`config.mk`:
```
export PLATFORM = sky130hd
export DESIGN_NAME = scc_core
export DESIGN_NICKNAME = d
export VERILOG_FILES = /design/src/core/scc_pkg.sv /design/src/core/scc_core.sv
export SDC_FILE = /design/constraint.sdc
export NUM_CORES = 1
export LEC_CHECK = 0
export BUFFER_PORTS_ARGS = -buffer_cell sky130_fd_sc_hd__buf_2
export CAP_MARGIN = 20
export CELL_PAD_IN_SITES_DETAIL_PLACEMENT = 0
export CELL_PAD_IN_SITES_GLOBAL_PLACEMENT = 1
export CORE_AREA = 2 2 126 128
export DETAILED_ROUTE_END_ITERATION = 8
export DIE_AREA = 0 0 128 130
export GPL_TIMING_DRIVEN = 0
export PLACE_DENSITY = 0.89
export SLEW_MARGIN = 20
export SYNTH_ARGS = -nofsm -noshare
export SYNTH_HDL_FRONTEND = slang
export SYNTH_SLANG_ARGS = --single-unit
export TNS_END_PERCENT = 1
```
`constraint.sdc`:
```
create_clock -name clk_sys -period 4.38 [get_ports clk_sys]
set_input_delay 0.219 -clock clk_sys [delete_from_list [all_inputs] [get_ports clk_sys]]
set_output_delay 0.219 -clock clk_sys [all_outputs]
set_load 0.005 [all_outputs]
```
`src/core/scc_pkg.sv`:
```
// constants, bus carrier and state record of the serial channel core
// assumes one system clock; the serial base clock arrives as a one-cycle enable
package scc_pkg;
   // register byte offsets
   localparam logic [3:0] ADDR_BUF   = 4'h0;
   localparam logic [3:0] ADDR_CR    = 4'h4;
   localparam logic [3:0] ADDR_MODE0 = 4'h8;
   localparam logic [3:0] ADDR_MODE2 = 4'hc;
   // mode_reg_zero fields
   localparam int M0_UART   = 0;
   localparam int M0_LEN    = 1;
   localparam int M0_WAKE   = 3;
   localparam int M0_HS     = 4;
   localparam int M0_RXEN   = 5;
   localparam int M0_TXEN   = 6;
   localparam int M0_PAREN  = 7;
   localparam int M0_PARODD = 8;
   // control_status_reg fields
   localparam int CR_DIR    = 0;
   localparam int CR_EDGE   = 1;
   localparam int CR_FERR   = 2;
   localparam int CR_PERR   = 3;
   localparam int CR_OERR   = 4;
   localparam int CR_RB8    = 5;
   localparam int CR_TB8    = 6;
   // mode_reg_two fields
   localparam int M2_DBUF   = 0;
   localparam int M2_STOP   = 1;
   localparam int M2_SR     = 2;
   localparam int M2_RXFULL = 4;
   localparam int M2_TXEMP  = 5;
   localparam int M2_TXRUN  = 6;
   // soft reset key sequence
   localparam logic [1:0] SR_FIRST  = 2'h2;
   localparam logic [1:0] SR_SECOND = 2'h1;
   // character lengths
   localparam logic [1:0] LEN_7 = 2'h0;
   localparam logic [1:0] LEN_8 = 2'h1;
   localparam logic [1:0] LEN_9 = 2'h2;
   // counts
   localparam logic [3:0] SAMPLE_A   = 4'h6;
   localparam logic [3:0] SAMPLE_B   = 4'h7;
   localparam logic [3:0] SAMPLE_C   = 4'h8;
   localparam logic [3:0] CNT_LAST   = 4'hf;
   localparam logic [3:0] IO_BITS    = 4'h8;
   localparam logic [3:0] RX_W       = 4'h9;
   localparam logic [7:0] UNDER_FILL = 8'hff;
   localparam logic       TXEMP_RST  = 1'b1;

   typedef struct packed {
      logic [3:0]  addr;
      logic [31:0] wdata;
      logic        wr;
      logic        rd;
   } scc_bus_req_t;

   typedef struct packed {
      logic [2:0]  syncRx;
      logic [2:0]  syncClk;
      logic [2:0]  syncCts;
      logic        rxLvl;
      logic        clkLvl;
      logic        ctsLvl;
      logic        uart;
      logic [1:0]  len;
      logic        wake;
      logic        hsEn;
      logic        rxEn;
      logic        txEn;
      logic        parEn;
      logic        parOdd;
      logic        clkDir;
      logic        clkEdge;
      logic        tb8;
      logic        dbuf;
      logic        stopLen;
      logic [1:0]  srPrev;
      logic        ferr;
      logic        perr;
      logic        oerr;
      logic        rb8;
      logic        rxFull;
      logic        txEmpty;
      logic        rxBusy;
      logic [3:0]  rxCnt;
      logic [3:0]  rxBit;
      logic [1:0]  votes;
      logic [8:0]  rxShift;
      logic        rxHeld;
      logic [7:0]  rxBuf;
      logic [3:0]  txCnt;
      logic        txBusy;
      logic [3:0]  txBit;
      logic [11:0] txShift;
      logic        txLoaded;
      logic [7:0]  txBuf;
      logic        ioAct;
      logic [3:0]  ioBit;
      logic        txd;
      logic        sclk;
      logic        sclkOe;
      logic        rxIntr;
      logic        txIntr;
      logic [31:0] rdata;
   } scc_state_t;
endpackage

```
`src/core/scc_core.sv`:
```
// receive and transmit core of a serial channel: uart and i/o-interface modes
// assumes serialBaseClk is a one-cycle enable on clk_sys; pins are asynchronous
// Functional notes
// (RL1) framing error when first stop bit centre sample is 0; never in i/o mode
// (RL2) 4-bit receive counter on base clock; bit is majority of pulses 7, 8, 9
// (RL3) driven shift clock: sample receive pin on its rising edge
// (RL4) external shift clock: sample receive pin on the selected edge
// (RL5) uart receiver starts a frame only on a valid start bit
// (RL6) bits shift into receive register; receive interrupt at frame end
// (RL7) double buffer: frame moves to buffer, sets full flag; read clears it
// (RL8) driven clock receive halts when buffers full, restarts on read
// (RL9) parity bit or ninth bit stored into received ninth bit
// (RL10) 9-bit wake-up mode: interrupt only when received ninth bit is 1
// (RL11) over-run: set flag, keep buffer and ninth bit, drop shift register
// (RL12) 4-bit transmit counter gives a bit-clock pulse every 16th base clock
// (RL13) driven clock: transmit bit changes at falling edge of shift clock
// (RL14) external clock: transmit bit changes on the selected edge
// (RL15) uart frame starts on the next transmit bit-clock pulse after write
// (RL16) single buffer: write loads shifter; interrupt when frame ends (uart interrupts as the first stop bit starts)
// (RL17) double buffer: move to shifter sets empty flag, interrupts; write clears
// (RL18) driven clock transmit stops when nothing left, resumes on write
// (RL19) external clock: nothing loaded at next frame clock sets under-run flag
// (RL20) clear-to-send high holds next frame; interrupt timing unchanged
// (RL21) transmission resumes on first bit-clock edge after clear-to-send low
// (RL22) infrared output gates timer carrier with transmit data, unsynchronised
// (RL23) reading control register clears over-run, parity and framing flags
// (RL24) uart parity mismatch sets the parity flag
// (RL25) soft reset when soft reset field gets 10 then 01
// (RL26) clear-to-send and external clock are synchronised before use
//
// The placing of the registers and strobed register access were left to the implementer.
module scc_core (
   input  wire logic                 clk_sys,
   input  wire logic                 resetn,
   input  wire scc_pkg::scc_bus_req_t busReq,
   output logic [31:0]               rdata,
   input  wire logic                 serialBaseClk,
   input  wire logic                 serialInPin,
   input  wire logic                 shiftClkIn,
   input  wire logic                 clearToSendIn,
   input  wire logic                 carrierIn,
   output logic                      serialOutPin,
   output logic                      shiftClkOut,
   output logic                      shiftClkOe,
   output logic                      receiveIntr,
   output logic                      transmitIntr,
   output logic                      infraredOut
);
   import scc_pkg::*;

   scc_state_t  st;
   scc_state_t  n;
   logic        bitClk;
   logic        extEdge;
   logic        newClk;
   logic        rxBitV;
   logic        frmDone;
   logic [7:0]  frmData;
   logic        frmNinth;
   logic [8:0]  word;
   logic [3:0]  nBits;
   logic [3:0]  stopIdx;
   logic [3:0]  frameLen;
   logic        rxHalt;
   logic        txDone;
   logic        rxDoneEv;
   logic        underEv;
   logic        softRst;
   logic        errSet;
   logic [31:0] rv;

   function automatic logic [11:0] frameOf(input logic [7:0] d, input logic u,
                                           input logic [1:0] ln, input logic pe,
                                           input logic po, input logic b9);
      logic [11:0] f;
      f = 12'hfff;
      if (!u) begin
         f[7:0] = d;
      end else begin
         f[0] = 1'b0;
         if (ln == LEN_7) begin
            f[7:1] = d[6:0];
            if (pe) f[8] = po ^ (^d[6:0]);
         end else begin
            f[8:1] = d;
            if (ln == LEN_9) f[9] = b9;
            else if (pe) f[9] = po ^ (^d);
         end
      end
      return f;
   endfunction

   always_comb begin
      n        = st;
      rv       = 32'h0;
      frmDone  = 1'b0;
      frmData  = 8'h0;
      frmNinth = 1'b0;
      word     = 9'h0;
      rxBitV   = 1'b0;
      txDone   = 1'b0;
      rxDoneEv = 1'b0;
      underEv  = 1'b0;
      softRst  = 1'b0;
      errSet   = 1'b0;
      n.rxIntr = 1'b0;
      n.txIntr = 1'b0;
      n.rdata  = 32'h0;
      // pin synchronisers: a change counts once stages two and three agree
      n.syncRx  = {st.syncRx[1:0], serialInPin};
      n.syncClk = {st.syncClk[1:0], shiftClkIn};
      n.syncCts = {st.syncCts[1:0], clearToSendIn};
      if (st.syncRx[1] == st.syncRx[2]) n.rxLvl = st.syncRx[2];
      if (st.syncCts[1] == st.syncCts[2]) n.ctsLvl = st.syncCts[2]; // RL26
      newClk   = (st.syncClk[1] == st.syncClk[2]) ? st.syncClk[2] : st.clkLvl; // RL26
      n.clkLvl = newClk;
      extEdge  = (newClk != st.clkLvl) && (newClk == ~st.clkEdge);
      nBits    = (st.len == LEN_9) ? 4'h9 : ((st.len == LEN_7) ? 4'h7 : 4'h8)
                 + {3'h0, st.parEn};
      stopIdx  = nBits + 4'h1;
      frameLen = stopIdx + 4'h1 + {3'h0, st.stopLen};
      rxHalt   = st.rxFull && (!st.dbuf || st.rxHeld);
      bitClk   = serialBaseClk && (st.txCnt == CNT_LAST);
      // register reads, answer in the following cycle
      if (busReq.rd) begin
         if (busReq.addr == ADDR_BUF) begin
            rv[7:0] = st.rxBuf;
            if (st.rxHeld) begin
               n.rxBuf  = st.rxShift[8:1];
               n.rxHeld = 1'b0;
               n.rxIntr = 1'b1;
            end else begin
               n.rxFull = 1'b0; // RL7
            end
         end else if (busReq.addr == ADDR_CR) begin
            rv[CR_DIR]  = st.clkDir;
            rv[CR_EDGE] = st.clkEdge;
            rv[CR_FERR] = st.ferr;
            rv[CR_PERR] = st.perr;
            rv[CR_OERR] = st.oerr;
            rv[CR_RB8]  = st.rb8;
            rv[CR_TB8]  = st.tb8;
            n.ferr = 1'b0; // RL23
            n.perr = 1'b0;
            n.oerr = 1'b0;
         end else if (busReq.addr == ADDR_MODE0) begin
            rv[M0_UART]            = st.uart;
            rv[M0_LEN+1:M0_LEN]    = st.len;
            rv[M0_WAKE]            = st.wake;
            rv[M0_HS]              = st.hsEn;
            rv[M0_RXEN]            = st.rxEn;
            rv[M0_TXEN]            = st.txEn;
            rv[M0_PAREN]           = st.parEn;
            rv[M0_PARODD]          = st.parOdd;
         end else if (busReq.addr == ADDR_MODE2) begin
            rv[M2_DBUF]   = st.dbuf;
            rv[M2_STOP]   = st.stopLen;
            rv[M2_RXFULL] = st.rxFull;
            rv[M2_TXEMP]  = st.txEmpty;
            rv[M2_TXRUN]  = st.txBusy;
         end
         n.rdata = rv;
      end
      // register writes
      if (busReq.wr) begin
         if (busReq.addr == ADDR_BUF) begin
            if (!st.dbuf) begin
               n.txShift  = frameOf(busReq.wdata[7:0], st.uart, st.len, st.parEn,
                                    st.parOdd, st.tb8); // RL16
               n.txLoaded = 1'b1;
            end else begin
               n.txBuf   = busReq.wdata[7:0];
               n.txEmpty = 1'b0; // RL17
               if (!st.txLoaded) begin
                  n.txShift  = frameOf(busReq.wdata[7:0], st.uart, st.len, st.parEn,
                                       st.parOdd, st.tb8);
                  n.txLoaded = 1'b1;
                  n.txEmpty  = 1'b1; // RL17
                  n.txIntr   = 1'b1;
               end
            end
         end else if (busReq.addr == ADDR_CR) begin
            n.clkDir  = busReq.wdata[CR_DIR];
            n.clkEdge = busReq.wdata[CR_EDGE];
            n.tb8     = busReq.wdata[CR_TB8];
         end else if (busReq.addr == ADDR_MODE0) begin
            n.uart   = busReq.wdata[M0_UART];
            n.len    = busReq.wdata[M0_LEN+1:M0_LEN];
            n.wake   = busReq.wdata[M0_WAKE];
            n.hsEn   = busReq.wdata[M0_HS];
            n.rxEn   = busReq.wdata[M0_RXEN];
            n.txEn   = busReq.wdata[M0_TXEN];
            n.parEn  = busReq.wdata[M0_PAREN];
            n.parOdd = busReq.wdata[M0_PARODD];
         end else if (busReq.addr == ADDR_MODE2) begin
            n.dbuf    = busReq.wdata[M2_DBUF];
            n.stopLen = busReq.wdata[M2_STOP];
            n.srPrev  = busReq.wdata[M2_SR+1:M2_SR];
            softRst   = (st.srPrev == SR_FIRST) && (busReq.wdata[M2_SR+1:M2_SR] == SR_SECOND);
         end
      end
      if (st.uart) begin
         // uart transmitter
         if (serialBaseClk) n.txCnt = st.txCnt + 4'h1; // RL12
         if (bitClk) begin
            if (st.txBusy) begin
               if (st.txBit == frameLen) begin
                  n.txBusy = 1'b0;
                  txDone   = 1'b1;
               end else begin
                  n.txd     = st.txShift[0];
                  n.txShift = {1'b1, st.txShift[11:1]};
                  n.txBit   = st.txBit + 4'h1;
                  if (st.txBit == stopIdx && !st.dbuf) n.txIntr = 1'b1; // RL16
               end
            end else if (st.txLoaded && st.txEn && !(st.hsEn && st.ctsLvl)) begin // RL20
               // bit clock pulse stands for its falling edge as well
               n.txBusy  = 1'b1; // RL15 RL21
               n.txBit   = 4'h1;
               n.txd     = st.txShift[0];
               n.txShift = {1'b1, st.txShift[11:1]};
            end
         end
         // uart receiver
         if (st.rxEn && serialBaseClk) begin
            if (!st.rxBusy) begin
               if (!st.rxLvl) begin
                  n.rxBusy = 1'b1;
                  n.rxCnt  = 4'h1;
                  n.rxBit  = 4'h0;
               end
            end else begin
               n.rxCnt = st.rxCnt + 4'h1; // RL2
               if (st.rxCnt == SAMPLE_A) n.votes[0] = st.rxLvl;
               if (st.rxCnt == SAMPLE_B) n.votes[1] = st.rxLvl;
               if (st.rxCnt == SAMPLE_C) begin
                  rxBitV  = (st.votes[0] & st.votes[1]) | (st.votes[0] & st.rxLvl)
                            | (st.votes[1] & st.rxLvl); // RL2
                  n.rxBit = st.rxBit + 4'h1;
                  if (st.rxBit == 4'h0) begin
                     if (rxBitV) n.rxBusy = 1'b0; // RL5
                  end else if (st.rxBit <= nBits) begin
                     n.rxShift = {rxBitV, st.rxShift[8:1]}; // RL6
                  end else begin
                     n.rxBusy = 1'b0;
                     word     = st.rxShift >> (RX_W - nBits);
                     frmDone  = 1'b1;
                     frmData  = (st.len == LEN_7) ? {1'b0, word[6:0]} : word[7:0];
                     frmNinth = (st.len == LEN_7) ? word[7] : word[8];
                     if (!rxBitV) begin
                        n.ferr = 1'b1; // RL1
                        errSet = 1'b1;
                     end
                     if (st.parEn && st.len != LEN_9 &&
                         (frmNinth != (st.parOdd ^ (^frmData)))) begin
                        n.perr = 1'b1; // RL24
                        errSet = 1'b1;
                     end
                  end
               end
            end
         end
      end else if (!st.clkDir) begin
         // i/o mode, shift clock driven here at half the base rate
         if (serialBaseClk) begin
            if (st.ioAct) begin
               n.sclk = ~st.sclk;
               if (st.sclk) begin
                  if (st.txBusy) begin
                     n.txd     = st.txShift[0]; // RL13
                     n.txShift = {1'b1, st.txShift[11:1]};
                  end
               end else begin
                  n.rxShift = {st.rxLvl, st.rxShift[8:1]}; // RL3
                  n.ioBit   = st.ioBit + 4'h1;
                  if (st.ioBit == IO_BITS - 4'h1) begin
                     n.ioAct = 1'b0;
                     txDone  = st.txBusy;
                     n.txBusy = 1'b0;
                     frmDone = st.rxEn;
                     frmData = n.rxShift[8:1];
                  end
               end
            end else if ((st.txEn && st.txLoaded) || (st.rxEn && !rxHalt)) begin // RL8 RL18
               n.ioAct  = 1'b1;
               n.ioBit  = 4'h0;
               n.txBusy = st.txEn && st.txLoaded;
            end
         end
      end else if (extEdge) begin
         // i/o mode, shift clock from the peer
         n.rxShift = {st.rxLvl, st.rxShift[8:1]}; // RL4
         n.txShift = {1'b1, st.txShift[11:1]}; // RL14
         n.ioBit   = st.ioBit + 4'h1;
         if (st.ioBit == 4'h0) begin
            n.txBusy = st.txLoaded;
            if (!st.txLoaded && st.txEn) begin
               n.perr  = 1'b1; // RL19
               errSet  = 1'b1;
               underEv = 1'b1;
               n.txShift = {4'hf, UNDER_FILL};
            end
         end
         if (st.ioBit == IO_BITS - 4'h1) begin
            n.ioBit  = 4'h0;
            txDone   = st.txBusy;
            n.txBusy = 1'b0;
            frmDone  = st.rxEn;
            frmData  = n.rxShift[8:1];
         end
      end
      // frame finished on the transmit side
      if (txDone) begin
         n.txLoaded = 1'b0;
         if (!st.uart && !st.dbuf) n.txIntr = 1'b1; // RL16
         if (st.dbuf && !n.txEmpty) begin
            n.txShift  = frameOf(n.txBuf, st.uart, st.len, st.parEn, st.parOdd, st.tb8);
            n.txLoaded = 1'b1;
            n.txEmpty  = 1'b1; // RL17
            n.txIntr   = 1'b1;
         end
      end
      // frame finished on the receive side
      if (frmDone) begin
         rxDoneEv = 1'b1;
         if (n.rxFull) begin
            if (!st.uart && !st.clkDir) begin
               n.rxHeld = 1'b1; // RL8
            end else begin
               n.oerr = 1'b1; // RL11
               errSet = 1'b1;
            end
         end else begin
            n.rxBuf  = frmData; // RL7
            n.rxFull = 1'b1;
            if (st.uart) n.rb8 = frmNinth; // RL9
            n.rxIntr = !(st.uart && st.len == LEN_9 && st.wake && !frmNinth); // RL6 RL10
         end
      end
      if (!st.uart && st.clkDir) n.txd = n.txShift[0]; // RL14
      if (softRst) begin
         n.rxEn     = 1'b0; // RL25
         n.txEn     = 1'b0;
         n.txEmpty  = TXEMP_RST;
         n.rxFull   = 1'b0;
         n.oerr     = 1'b0;
         n.perr     = 1'b0;
         n.rxBusy   = 1'b0;
         n.rxHeld   = 1'b0;
         n.txBusy   = 1'b0;
         n.txLoaded = 1'b0;
         n.ioAct    = 1'b0;
         n.ioBit    = 4'h0;
         n.txShift  = 12'hfff;
         n.txd      = 1'b1;
         n.sclk     = 1'b1;
         n.rxIntr   = 1'b0;
         n.txIntr   = 1'b0;
      end
      n.sclkOe = !n.uart && !n.clkDir;
   end

   always_ff @(posedge clk_sys or negedge resetn) begin
      if (!resetn) begin
         st         <= '0;
         st.syncRx  <= 3'h7;
         st.rxLvl   <= 1'b1;
         st.syncClk <= 3'h7;
         st.clkLvl  <= 1'b1;
         st.txShift <= 12'hfff;
         st.txd     <= 1'b1;
         st.sclk    <= 1'b1;
         st.sclkOe  <= 1'b1;
         st.txEmpty <= TXEMP_RST;
      end else begin
         st <= n;
      end
   end

   assign rdata        = st.rdata;
   assign serialOutPin = st.txd;
   assign shiftClkOut  = st.sclk;
   assign shiftClkOe   = st.sclkOe;
   assign receiveIntr  = st.rxIntr;
   assign transmitIntr = st.txIntr;
   // carrier and data meet without resynchronisation, edges may be distorted
   assign infraredOut  = carrierIn & ~st.txd; // RL22

   a_ferr_uart_only: assert property (@(posedge clk_sys) disable iff (!resetn) // RL1
      $rose(st.ferr) |-> $past(st.uart)) else $error("framing flag set outside uart");
   a_full_on_frame: assert property (@(posedge clk_sys) disable iff (!resetn) // RL7
      $rose(st.rxFull) |-> $past(rxDoneEv)) else $error("full flag without frame");
   a_read_clears_full: assert property (@(posedge clk_sys) disable iff (!resetn) // RL7
      busReq.rd && busReq.addr == ADDR_BUF && !st.rxHeld && !rxDoneEv |=> !st.rxFull)
      else $error("buffer read left full flag");
   a_overrun_keeps: assert property (@(posedge clk_sys) disable iff (!resetn) // RL11
      rxDoneEv && st.rxFull && !busReq.rd && (st.uart || st.clkDir)
      |=> st.oerr && $stable(st.rxBuf) && $stable(st.rb8)) else $error("over-run mishandled");
   a_cr_read_clear: assert property (@(posedge clk_sys) disable iff (!resetn) // RL23
      busReq.rd && busReq.addr == ADDR_CR && !errSet |=> !st.ferr && !st.perr && !st.oerr)
      else $error("error flags survived read");
   a_wake_gate: assert property (@(posedge clk_sys) disable iff (!resetn) // RL10
      st.rxIntr && $past(st.uart && st.len == LEN_9 && st.wake) |-> st.rb8)
      else $error("wake-up interrupt with ninth bit 0");
   a_empty_with_intr: assert property (@(posedge clk_sys) disable iff (!resetn) // RL17
      $rose(st.txEmpty) && !$past(softRst) |-> st.txIntr)
      else $error("empty flag without interrupt");
   a_underrun_flag: assert property (@(posedge clk_sys) disable iff (!resetn) // RL19
      underEv |=> st.perr [*1] ##1 1'b1) else $error("under-run not flagged");
   a_cts_holds: assert property (@(posedge clk_sys) disable iff (!resetn) // RL20
      st.uart && st.hsEn && st.ctsLvl && !st.txBusy && !softRst |=> !st.txBusy)
      else $error("frame started while clear-to-send high");
endmodule

```
# --- Word level (Yosys, flattened, before mapping) ---
# Cells that the tools add are included.
op_classes:
  n_reduce_logical: 82
  n_lt_le_gt_ge: 1
  muxes: 217
  bitwise_logic: 18
  eq_ne: 44
  n_addsub: 10
  shifts: 1
ops:
  columns: ["operator", "count"]
  rows:
  - ["$mux W8", 21]
  - ["$mux W9", 17]
  - ["$mux W1", 112]
  - ["$mux W12", 7]
  - ["$mux W13", 5]
  - ["$mux W17", 3]
  - ["$mux W16", 3]
  - ["$mux W11", 4]
  - ["$mux W21", 2]
  - ["$mux W2", 18]
  - ["$mux W4", 9]
  - ["$add A4 B1 Y4 const B", 7]
  - ["$reduce_and A4 Y1", 7]
  - ["$reduce_bool A4 Y1", 7]
  - ["$mux W3", 8]
  - ["$reduce_xor A8 Y1", 3]
  - ["$logic_and A1 B1 Y1", 21]
  - ["$mux W7", 3]
  - ["$mux W20", 1]
  - ["$mux W5", 4]
  - ["$eq A4 B3 Y1 const B", 4]
  - ["$eq A4 B4 Y1 const B", 4]
  - ["$reduce_bool A3 Y1", 5]
  - ["$ne A2 B2 Y1 const B", 7]
  - ["other kinds (33)", 91]
totals:
  wordCells: 421
  register_bits: 135
  in_bits: 45
  out_inout_bits: 38

# --- Longest topological paths before layout ---
# Gate-level depths: netlist (run 1).
depth:
  depth_word: 20
  mapped_depth: 14
  depth_no_buf: 12

# --- Least setup slack after synthesis (run 1) ---
# No wires, ideal clock.
synth_path:
  kind: "flip-flop to flip-flop"
  from: "register st[121] (netlist bit)"
  to: "register st[60] (netlist bit)"
  setup_time_ns: 0.082
  slack_ns: 1.324
  arrival_time_ns: 2.974
  n_path_buf: 2
  required_ns: 4.298
  stages_incl_launch_ff: 15
  path_cell_list: "dfrtp_1 -> buf_2 -> or3b_1 -> and2_1 -> ha_1 -> inv_1 -> ha_1 -> xnor2_1 -> a41oi_1 -> o21ai_2 -> and3_1 -> clkbuf_1 -> o21ai_0 -> a31oi_1 -> a211o_1"
synth_rtl:
  columns: ["element", "line_no", "rtl"]
  rows:
  - ["start: declaration", "scc_core.sv:51", "scc_state_t st;"]
  - ["start signal: assignment", "scc_core.sv:376", "st <= n;"]

==> results of run 1 <==
[how the worst max path moves through the flow]
| stage | end | cells past startpoint | start | slack [ns] |
|---|---|---|---|---|
| floorplan | st[60]$_DFF_PN1_ | 14 | st[121]$_DFFE_PN0P_ | 1.32 |
| global placement | st[60]$_DFF_PN1_ | 14 | st[121]$_DFFE_PN0P_ | 0.93 |
| detailed placement | st[60]$_DFF_PN1_ | 14 | st[121]$_DFFE_PN0P_ | 0.92 |
| CTS | st[60]$_DFF_PN1_ | 14 | st[121]$_DFFE_PN0P_ | 0.89 |
| global route | st[83]$_DFFE_PN0P_ | 11 | st[120]$_DFFE_PN0P_ | 0.61 |
| finish | st[60]$_DFF_PN1_ | 14 | st[121]$_DFFE_PN0P_ | 0.82 |
[final cells by class]
class,count,area (um2)
plain buffers,69,512
clock buffers,9,225
clock inverters,7,86.3
fillers,1493,7640
inverters,31,116
multi-input cells,540,3520
flip-flops and latches,112,2830
well taps,192,240
repair buffers,40,249
[cells in the final DEF (no fill, tap or decap), types with 6 or more instances in the layout]
master | Yosys | final
dfstp_2 | 24 | 24
o21ai_0 | 48 | 48
clkbuf_16 | 0 | 9
mux2i_1 | 29 | 29
a22o_1 | 7 | 7
o211ai_1 | 23 | 23
conb_1 | 1 | 23
nand2_1 | 88 | 88
xor2_1 | 6 | 6
nand4_1 | 8 | 8
a21oi_1 | 40 | 40
inv_1 | 30 | 30
a21o_1 | 9 | 9
a221oi_1 | 8 | 8
xnor2_1 | 23 | 23
nor2_1 | 49 | 49
nor3_1 | 12 | 12
nor2b_1 | 6 | 6
a31oi_1 | 7 | 7
buf_6 | 5 | 6
clkbuf_8 | 8 | 8
nand3_1 | 24 | 24
nand2b_1 | 8 | 8
ha_1 | 15 | 15
mux2_2 | 20 | 20
buf_2 | 6 | 40
dfrtp_1 | 88 | 88
buf_4 | 34 | 34
clkbuf_1 | 15 | 15
[metrics by stage]
stage,hold slack [ns],util
floorplan,-0.0766,-
global placement,0.326,0.480
detailed placement,0.135,0.482
CTS,0.0711,0.505
global route,0.0686,0.505
finish,0.0811,0.505
[flip-flops by register name, summed over array words and instances, names as in the netlist]
name	cells
st	92
rdata	9
n	6
receiveIntr	1
serialOutPin	1
shiftClkOe	1
shiftClkOut	1
transmitIntr	1
[cells by family (layout without fill, tap and decap cells)]
logic type / Yosys count / after routing / synth area share
DFF: 112 / 112 / 0.411
muxes: 49 / 49 / 0.0747
xor gates and xnor gates: 34 / 34 / 0.0528
AOI/OAI and AO/OA: 184 / 184 / 0.177
other: 1 / 23 / 0.000543
and+or+nand+nor: 231 / 231 / 0.160
adders and majority gates: 19 / 19 / 0.0330
buffers and inverters: 100 / 156 / 0.0910
[power by group through the flow]
| stage | clock (W) | sequential [W] | combinational [W] |
|---|---|---|---|
| 5_1_grt | 0.000946 | 0.00152 | 0.00147 |
| 2_1_floorplan | 0 | 0.00144 | 0.00102 |
| 4_1_cts | 0.000912 | 0.00148 | 0.00132 |
| 6_report | 0.000894 | 0.00148 | 0.00132 |
| 3_3_place_gp | 0 | 0.00149 | 0.00128 |
| 3_5_place_dp | 0 | 0.00150 | 0.00130 |
[metal layers]
metal | up-vias | global-route usage | share of wire | wire length [um]
met5 | - | 0 | 0 | 0
met4 | 0 | 0.0672 | 0.022 | 382
met3 | 22 | 0.0390 | 0.047 | 819
met2 | 151 | 0.360 | 0.48 | 8410
met1 | 2720 | 0.297 | 0.45 | 7820
li1 | 2699 | - | - | -
[worst register-to-register path: stages, from the launching register on]
cell	delay, ns
dfrtp_1	0.37
buf_2	0.20
or3b_1	0.41
and2_1	0.21
ha_1	0.19
inv_1	0.05
ha_1	0.23
xnor2_1	0.23
a41oi_1	0.28
o21ai_2	0.34
and3_1	0.19
clkbuf_1	0.35
o21ai_0	0.15
a31oi_1	0.18
a211o_1	0.12
==> results_dict.tcl, run 1 <==
set metrics [dict create \
    outcome "finished clean" \
    worstPathCellList "buf_2 -> or3b_1 -> and2_1 -> ha_1 -> inv_1 -> ha_1 -> xnor2_1 -> a41oi_1 -> o21ai_2 -> and3_1 -> clkbuf_1 -> o21ai_0 -> a31oi_1 -> a211o_1" \
    grt_start_max_net_pins 79 \
    die_x_um 128 \
    regToRegSetupSlack_ns 0.82 \
    yosysTopAreaCell "dfrtp_1" \
    ys_warn_count 0 \
    slew_headroom 0.502 \
    slowest_delay_ns 0.41 \
    core_mm2 0.0154 \
    drt-initial-drc-count 324 \
    hold_viol_final 0 \
    cpLargestDelayFamily "compound AO/OA/AOI/OAI gates" \
    cp_common_cell "ha_1" \
    drt_pass1_iterations 5 \
    numPortBuffers 35 \
    num_antenna_cells 0 \
    max_freq_ghz 0.281 \
    die_h_um 130 \
    drt_wl_total_um 17400 \
    post-cts-setup-buffers 0 \
    drc 0 \
    tightestPinTransition_ns 0.746 \
    fin_skew_ns 0.0124 \
    drv_slew 0 \
    finalNonFillerCells 1000 \
    cp-end-kind "flop" \
    cp_data_required_time_ns 4.70 \
    seqPwrFrac 0.402 \
    power.internal_w 0.00235 \
    path_class "flop to flop" \
    r2r_start "st[121]$_DFFE_PN0P_" \
    synthesis.area_mm2 0.00690 \
    fin_crit_ns 3.56 \
    arrival_ns 3.88 \
    powerDensity_mw_per_mm2 475 \
    setup_viol 0 \
    clk_pin_slew_ns 0.08 \
    io_pins 83 \
    final.setup.tns_ns 0 \
    dieArea_mm2 0.0166 \
    antenna_found_initial 0 \
    grt_pass1_vias 5271 \
    avgSynthCellArea_um2 9.45 \
    p_clk_frac 0.242 \
    finalNetCount 863 \
    vias_per_cell 5.59 \
    clock_latency_ns 0.37 \
    grt_pass1_wl_um 28200 \
    swShare 0.363 \
    root_buffer "clkbuf_16" \
    power.leakage_nw 3.54 \
    dpl.cell_count 980 \
    ys_async_sr_fraction 1.00 \
    syn_inst 730 \
    yosysSeqAreaShare 0.411 \
    hpwl_um 12600 \
    worstSetupStartpointType "flop" \
    hp-start "busReq[10]" \
    rows 46 \
    cts.htree.levels 3 \
    avgRoutedWirePerCell_um 17.4 \
    area_growth_pct 12.8 \
    fin_ws_ns 0.815 \
    drive_gt1_frac 0.209 \
    numClockSinks 112 \
    reg2regPathDepth 14 \
    rsz0062_at_grt "no" \
    min_delay_worst_endpoint "st[114]$_DFFE_PN0P_" \
    dpl_cell_area_mm2 0.00743 \
    clockBufferDepth 2 \
    comb_power_share 0.356 \
    hold_buffers 4 \
    start_util 0.447 \
    yosysTopAreaCellShare 0.319 \
    cp.buffers_inverters 3 \
    power_switching_w 0.00134 \
    fin_crit_sh 0.814 \
    hp-class "primary input to flop" \
    r2r-end "st[60]$_DFF_PN1_" \
    synth_ff_type "dfrtp_1" \
    p_total_w 0.00370 \
    cts_tree "built" \
    cts_buffers 9 \
    grt_use_total 0.219 \
    ys_top_cells_by_area "dfrtp_1, dfstp_2, nand2_1" \
    gp_congestion 0.860 \
    min_delay_path_depth 2 \
    place_ws_ns 0.919 \
    crit_fanout 10 \
    irDropWorstVdd_uv 366 \
    ys_types 78 \
    vias 5592 \
    grt-ovfl-total 0 \
    stdcell_area_mm2 0.00778 \
    ctsResizeCount 0 \
    ys_ff_latch 112 \
    synthTopCellsByCount "dfrtp_1, nand2_1, nor2_1" \
    cap_viol_max_count 0 \
    antenna_left 0 \
    synth_edf_count 0 \
    cpMaxStageDelayCell "or3b_1" \
]
(Power assumes the default switching activity.)
==> inputs of run 2 (changes only) <==
==> constraint.sdc (replaced) <==
create_clock -name clk_sys -period 3.6 [get_ports clk_sys]
set_input_delay 0.18 -clock clk_sys [delete_from_list [all_inputs] [get_ports clk_sys]]
set_output_delay 0.18 -clock clk_sys [all_outputs]
set_load 0.005 [all_outputs]
==> results_dict.tcl, run 2 (synthesized netlist as in run 1, its figures left out) <==
set metrics [dict create \
    area_growth_pct 12.9 \
    place_ws_ns 0.139 \
    reg2regPathDepth 14 \
    post-cts-setup-buffers 0 \
    drive_gt1_frac 0.214 \
    min_delay_worst_endpoint "st[114]$_DFFE_PN0P_" \
    antenna_found_initial 0 \
    rows 46 \
    largest_reg_flops 92 \
    grt-ovfl-total 0 \
    hp-class "primary input to flop" \
    cp-end-kind "flop" \
    drt_wl_total_um 17500 \
    grt_pass1_vias 5271 \
    fin_crit_sh 0.944 \
    clk_pin_slew_ns 0.08 \
    drt-initial-drc-count 399 \
    vias_per_cell 5.63 \
    fin_crit_ns 3.40 \
    hold_viol_final 0 \
    outcome "finished clean" \
    r2r-end "st[55]$_DFF_PN1_" \
    cts_tree "built" \
    numPortBuffers 35 \
    crit_fanout 10 \
    slew_headroom 0.497 \
    regToRegSetupSlack_ns 0.20 \
    arrival_ns 3.67 \
    grt_pass1_wl_um 28200 \
    antenna_left 0 \
    drc 0 \
    worstSetupStartpointType "flop" \
    core_mm2 0.0154 \
    r2r_start "st[121]$_DFFE_PN0P_" \
    cap_viol_max_count 0 \
    path_class "flop to flop" \
    drv_slew 0 \
    met1_length_um 7870 \
    top_register "st" \
    dr_wl_met2_um 8480 \
    finalNetCount 862 \
    root_buffer "clkbuf_16" \
    drt_pass1_iterations 5 \
    io_pins 83 \
    max_freq_ghz 0.294 \
    hpwl_um 12600 \
    avgRoutedWirePerCell_um 17.5 \
    grt_use_total 0.219 \
    clockBufferDepth 2 \
    power.leakage_nw 3.55 \
    final.setup.tns_ns 0 \
    cts.htree.levels 3 \
    n_fill_cell 1496 \
    min_delay_path_depth 2 \
    p_total_w 0.00450 \
    setup_viol 0 \
    die_h_um 130 \
    gp_congestion 0.860 \
    grt_start_max_net_pins 79 \
    num_antenna_cells 0 \
    clock_latency_ns 0.37 \
    fin_ws_ns 0.201 \
    regArea_mm2 0.00283 \
    tightestPinTransition_ns 0.755 \
    start_util 0.447 \
    final_util 0.505 \
    dieArea_mm2 0.0166 \
    wl_met3_um 786 \
    cts_buffers 9 \
    numClockSinks 112 \
    rsz0062_at_grt "no" \
    die_x_um 128 \
    cp_data_required_time_ns 3.87 \
    hp-start "busReq[10]" \
    vias 5623 \
    maxUsedRoutingLayer "met4" \
    powerDensity_mw_per_mm2 578 \
    multiInputGateArea_mm2 0.00353 \
    irDropWorstVdd_uv 445 \
    final_cell_mix "nand2_1, dfrtp_1, o21ai_0, nor2_1" \
    fin_skew_ns 0.0117 \
]
run 2: worst max-delay path, cell delays in order, from the launching register on:
cell and delay [ns]:
dfrtp_1 0.37, buf_2 0.20, or3b_1 0.41, and2_1 0.21, ha_1 0.19, inv_1 0.05
ha_1 0.23, xnor2_1 0.22, a41oi_1 0.28, o21a_1 0.32, nor2_2 0.23, clkbuf_8 0.21
o211ai_1 0.09, o211ai_1 0.14, o211ai_1 0.13
run 2: where the power goes:
part	total (W)	internal [W]	switching (W)	leakage, nW
Sequential	0.00181	0.00156	0.000243	1.39
Clock	0.00109	0.000559	0.000534	0.151
Combinational	0.00160	0.000743	0.000861	2.01
run 2: worst max-delay path by stage:
stage | from | to | cells past startpoint
2_1_floorplan | st[121]$_DFFE_PN0P_ | st[60]$_DFF_PN1_ | 14
3_3_place_gp | st[121]$_DFFE_PN0P_ | st[60]$_DFF_PN1_ | 14
3_5_place_dp | st[121]$_DFFE_PN0P_ | st[60]$_DFF_PN1_ | 14
4_1_cts | st[121]$_DFFE_PN0P_ | st[60]$_DFF_PN1_ | 14
5_1_grt | st[120]$_DFFE_PN0P_ | receiveIntr$_DFF_PN0_ | 11
6_report | st[121]$_DFFE_PN0P_ | st[55]$_DFF_PN1_ | 14
run 2: what timing repair did:
item | 4_1_cts | 5_1_grt
setup endpoints to repair | 0 | 18
hold buffers | 4 | 0
endpoints found under the hold margin | 37 | 0
gates resized for setup | 0 | 5
run 2: metrics by stage:
step                hold slack, ns  instance area (um2)  std cells
floorplan                   -0.116                 6980        752
global placement             0.287                 7400        979
detailed placement          0.0959                 7430        980
CTS                         0.0321                 7780       1000
global route                0.0296                 7790        999
finish                      0.0415                 7790        999
run 2: cell type report:
class	instances	area share
multi-input combinational	540	0.453
sequential	112	0.364
buffer	68	0.0654
timing repair buffer	40	0.0320
tap	192	0.0308
clock buffer	9	0.0289
inverter	31	0.0149
clock inverter	7	0.0111
run 2: metal layers:
layer  GRT usage  vias up
met5           0        -
met4      0.0672        0
met3      0.0390       23
met2       0.360      142
met1       0.297     2759
li1            -     2699
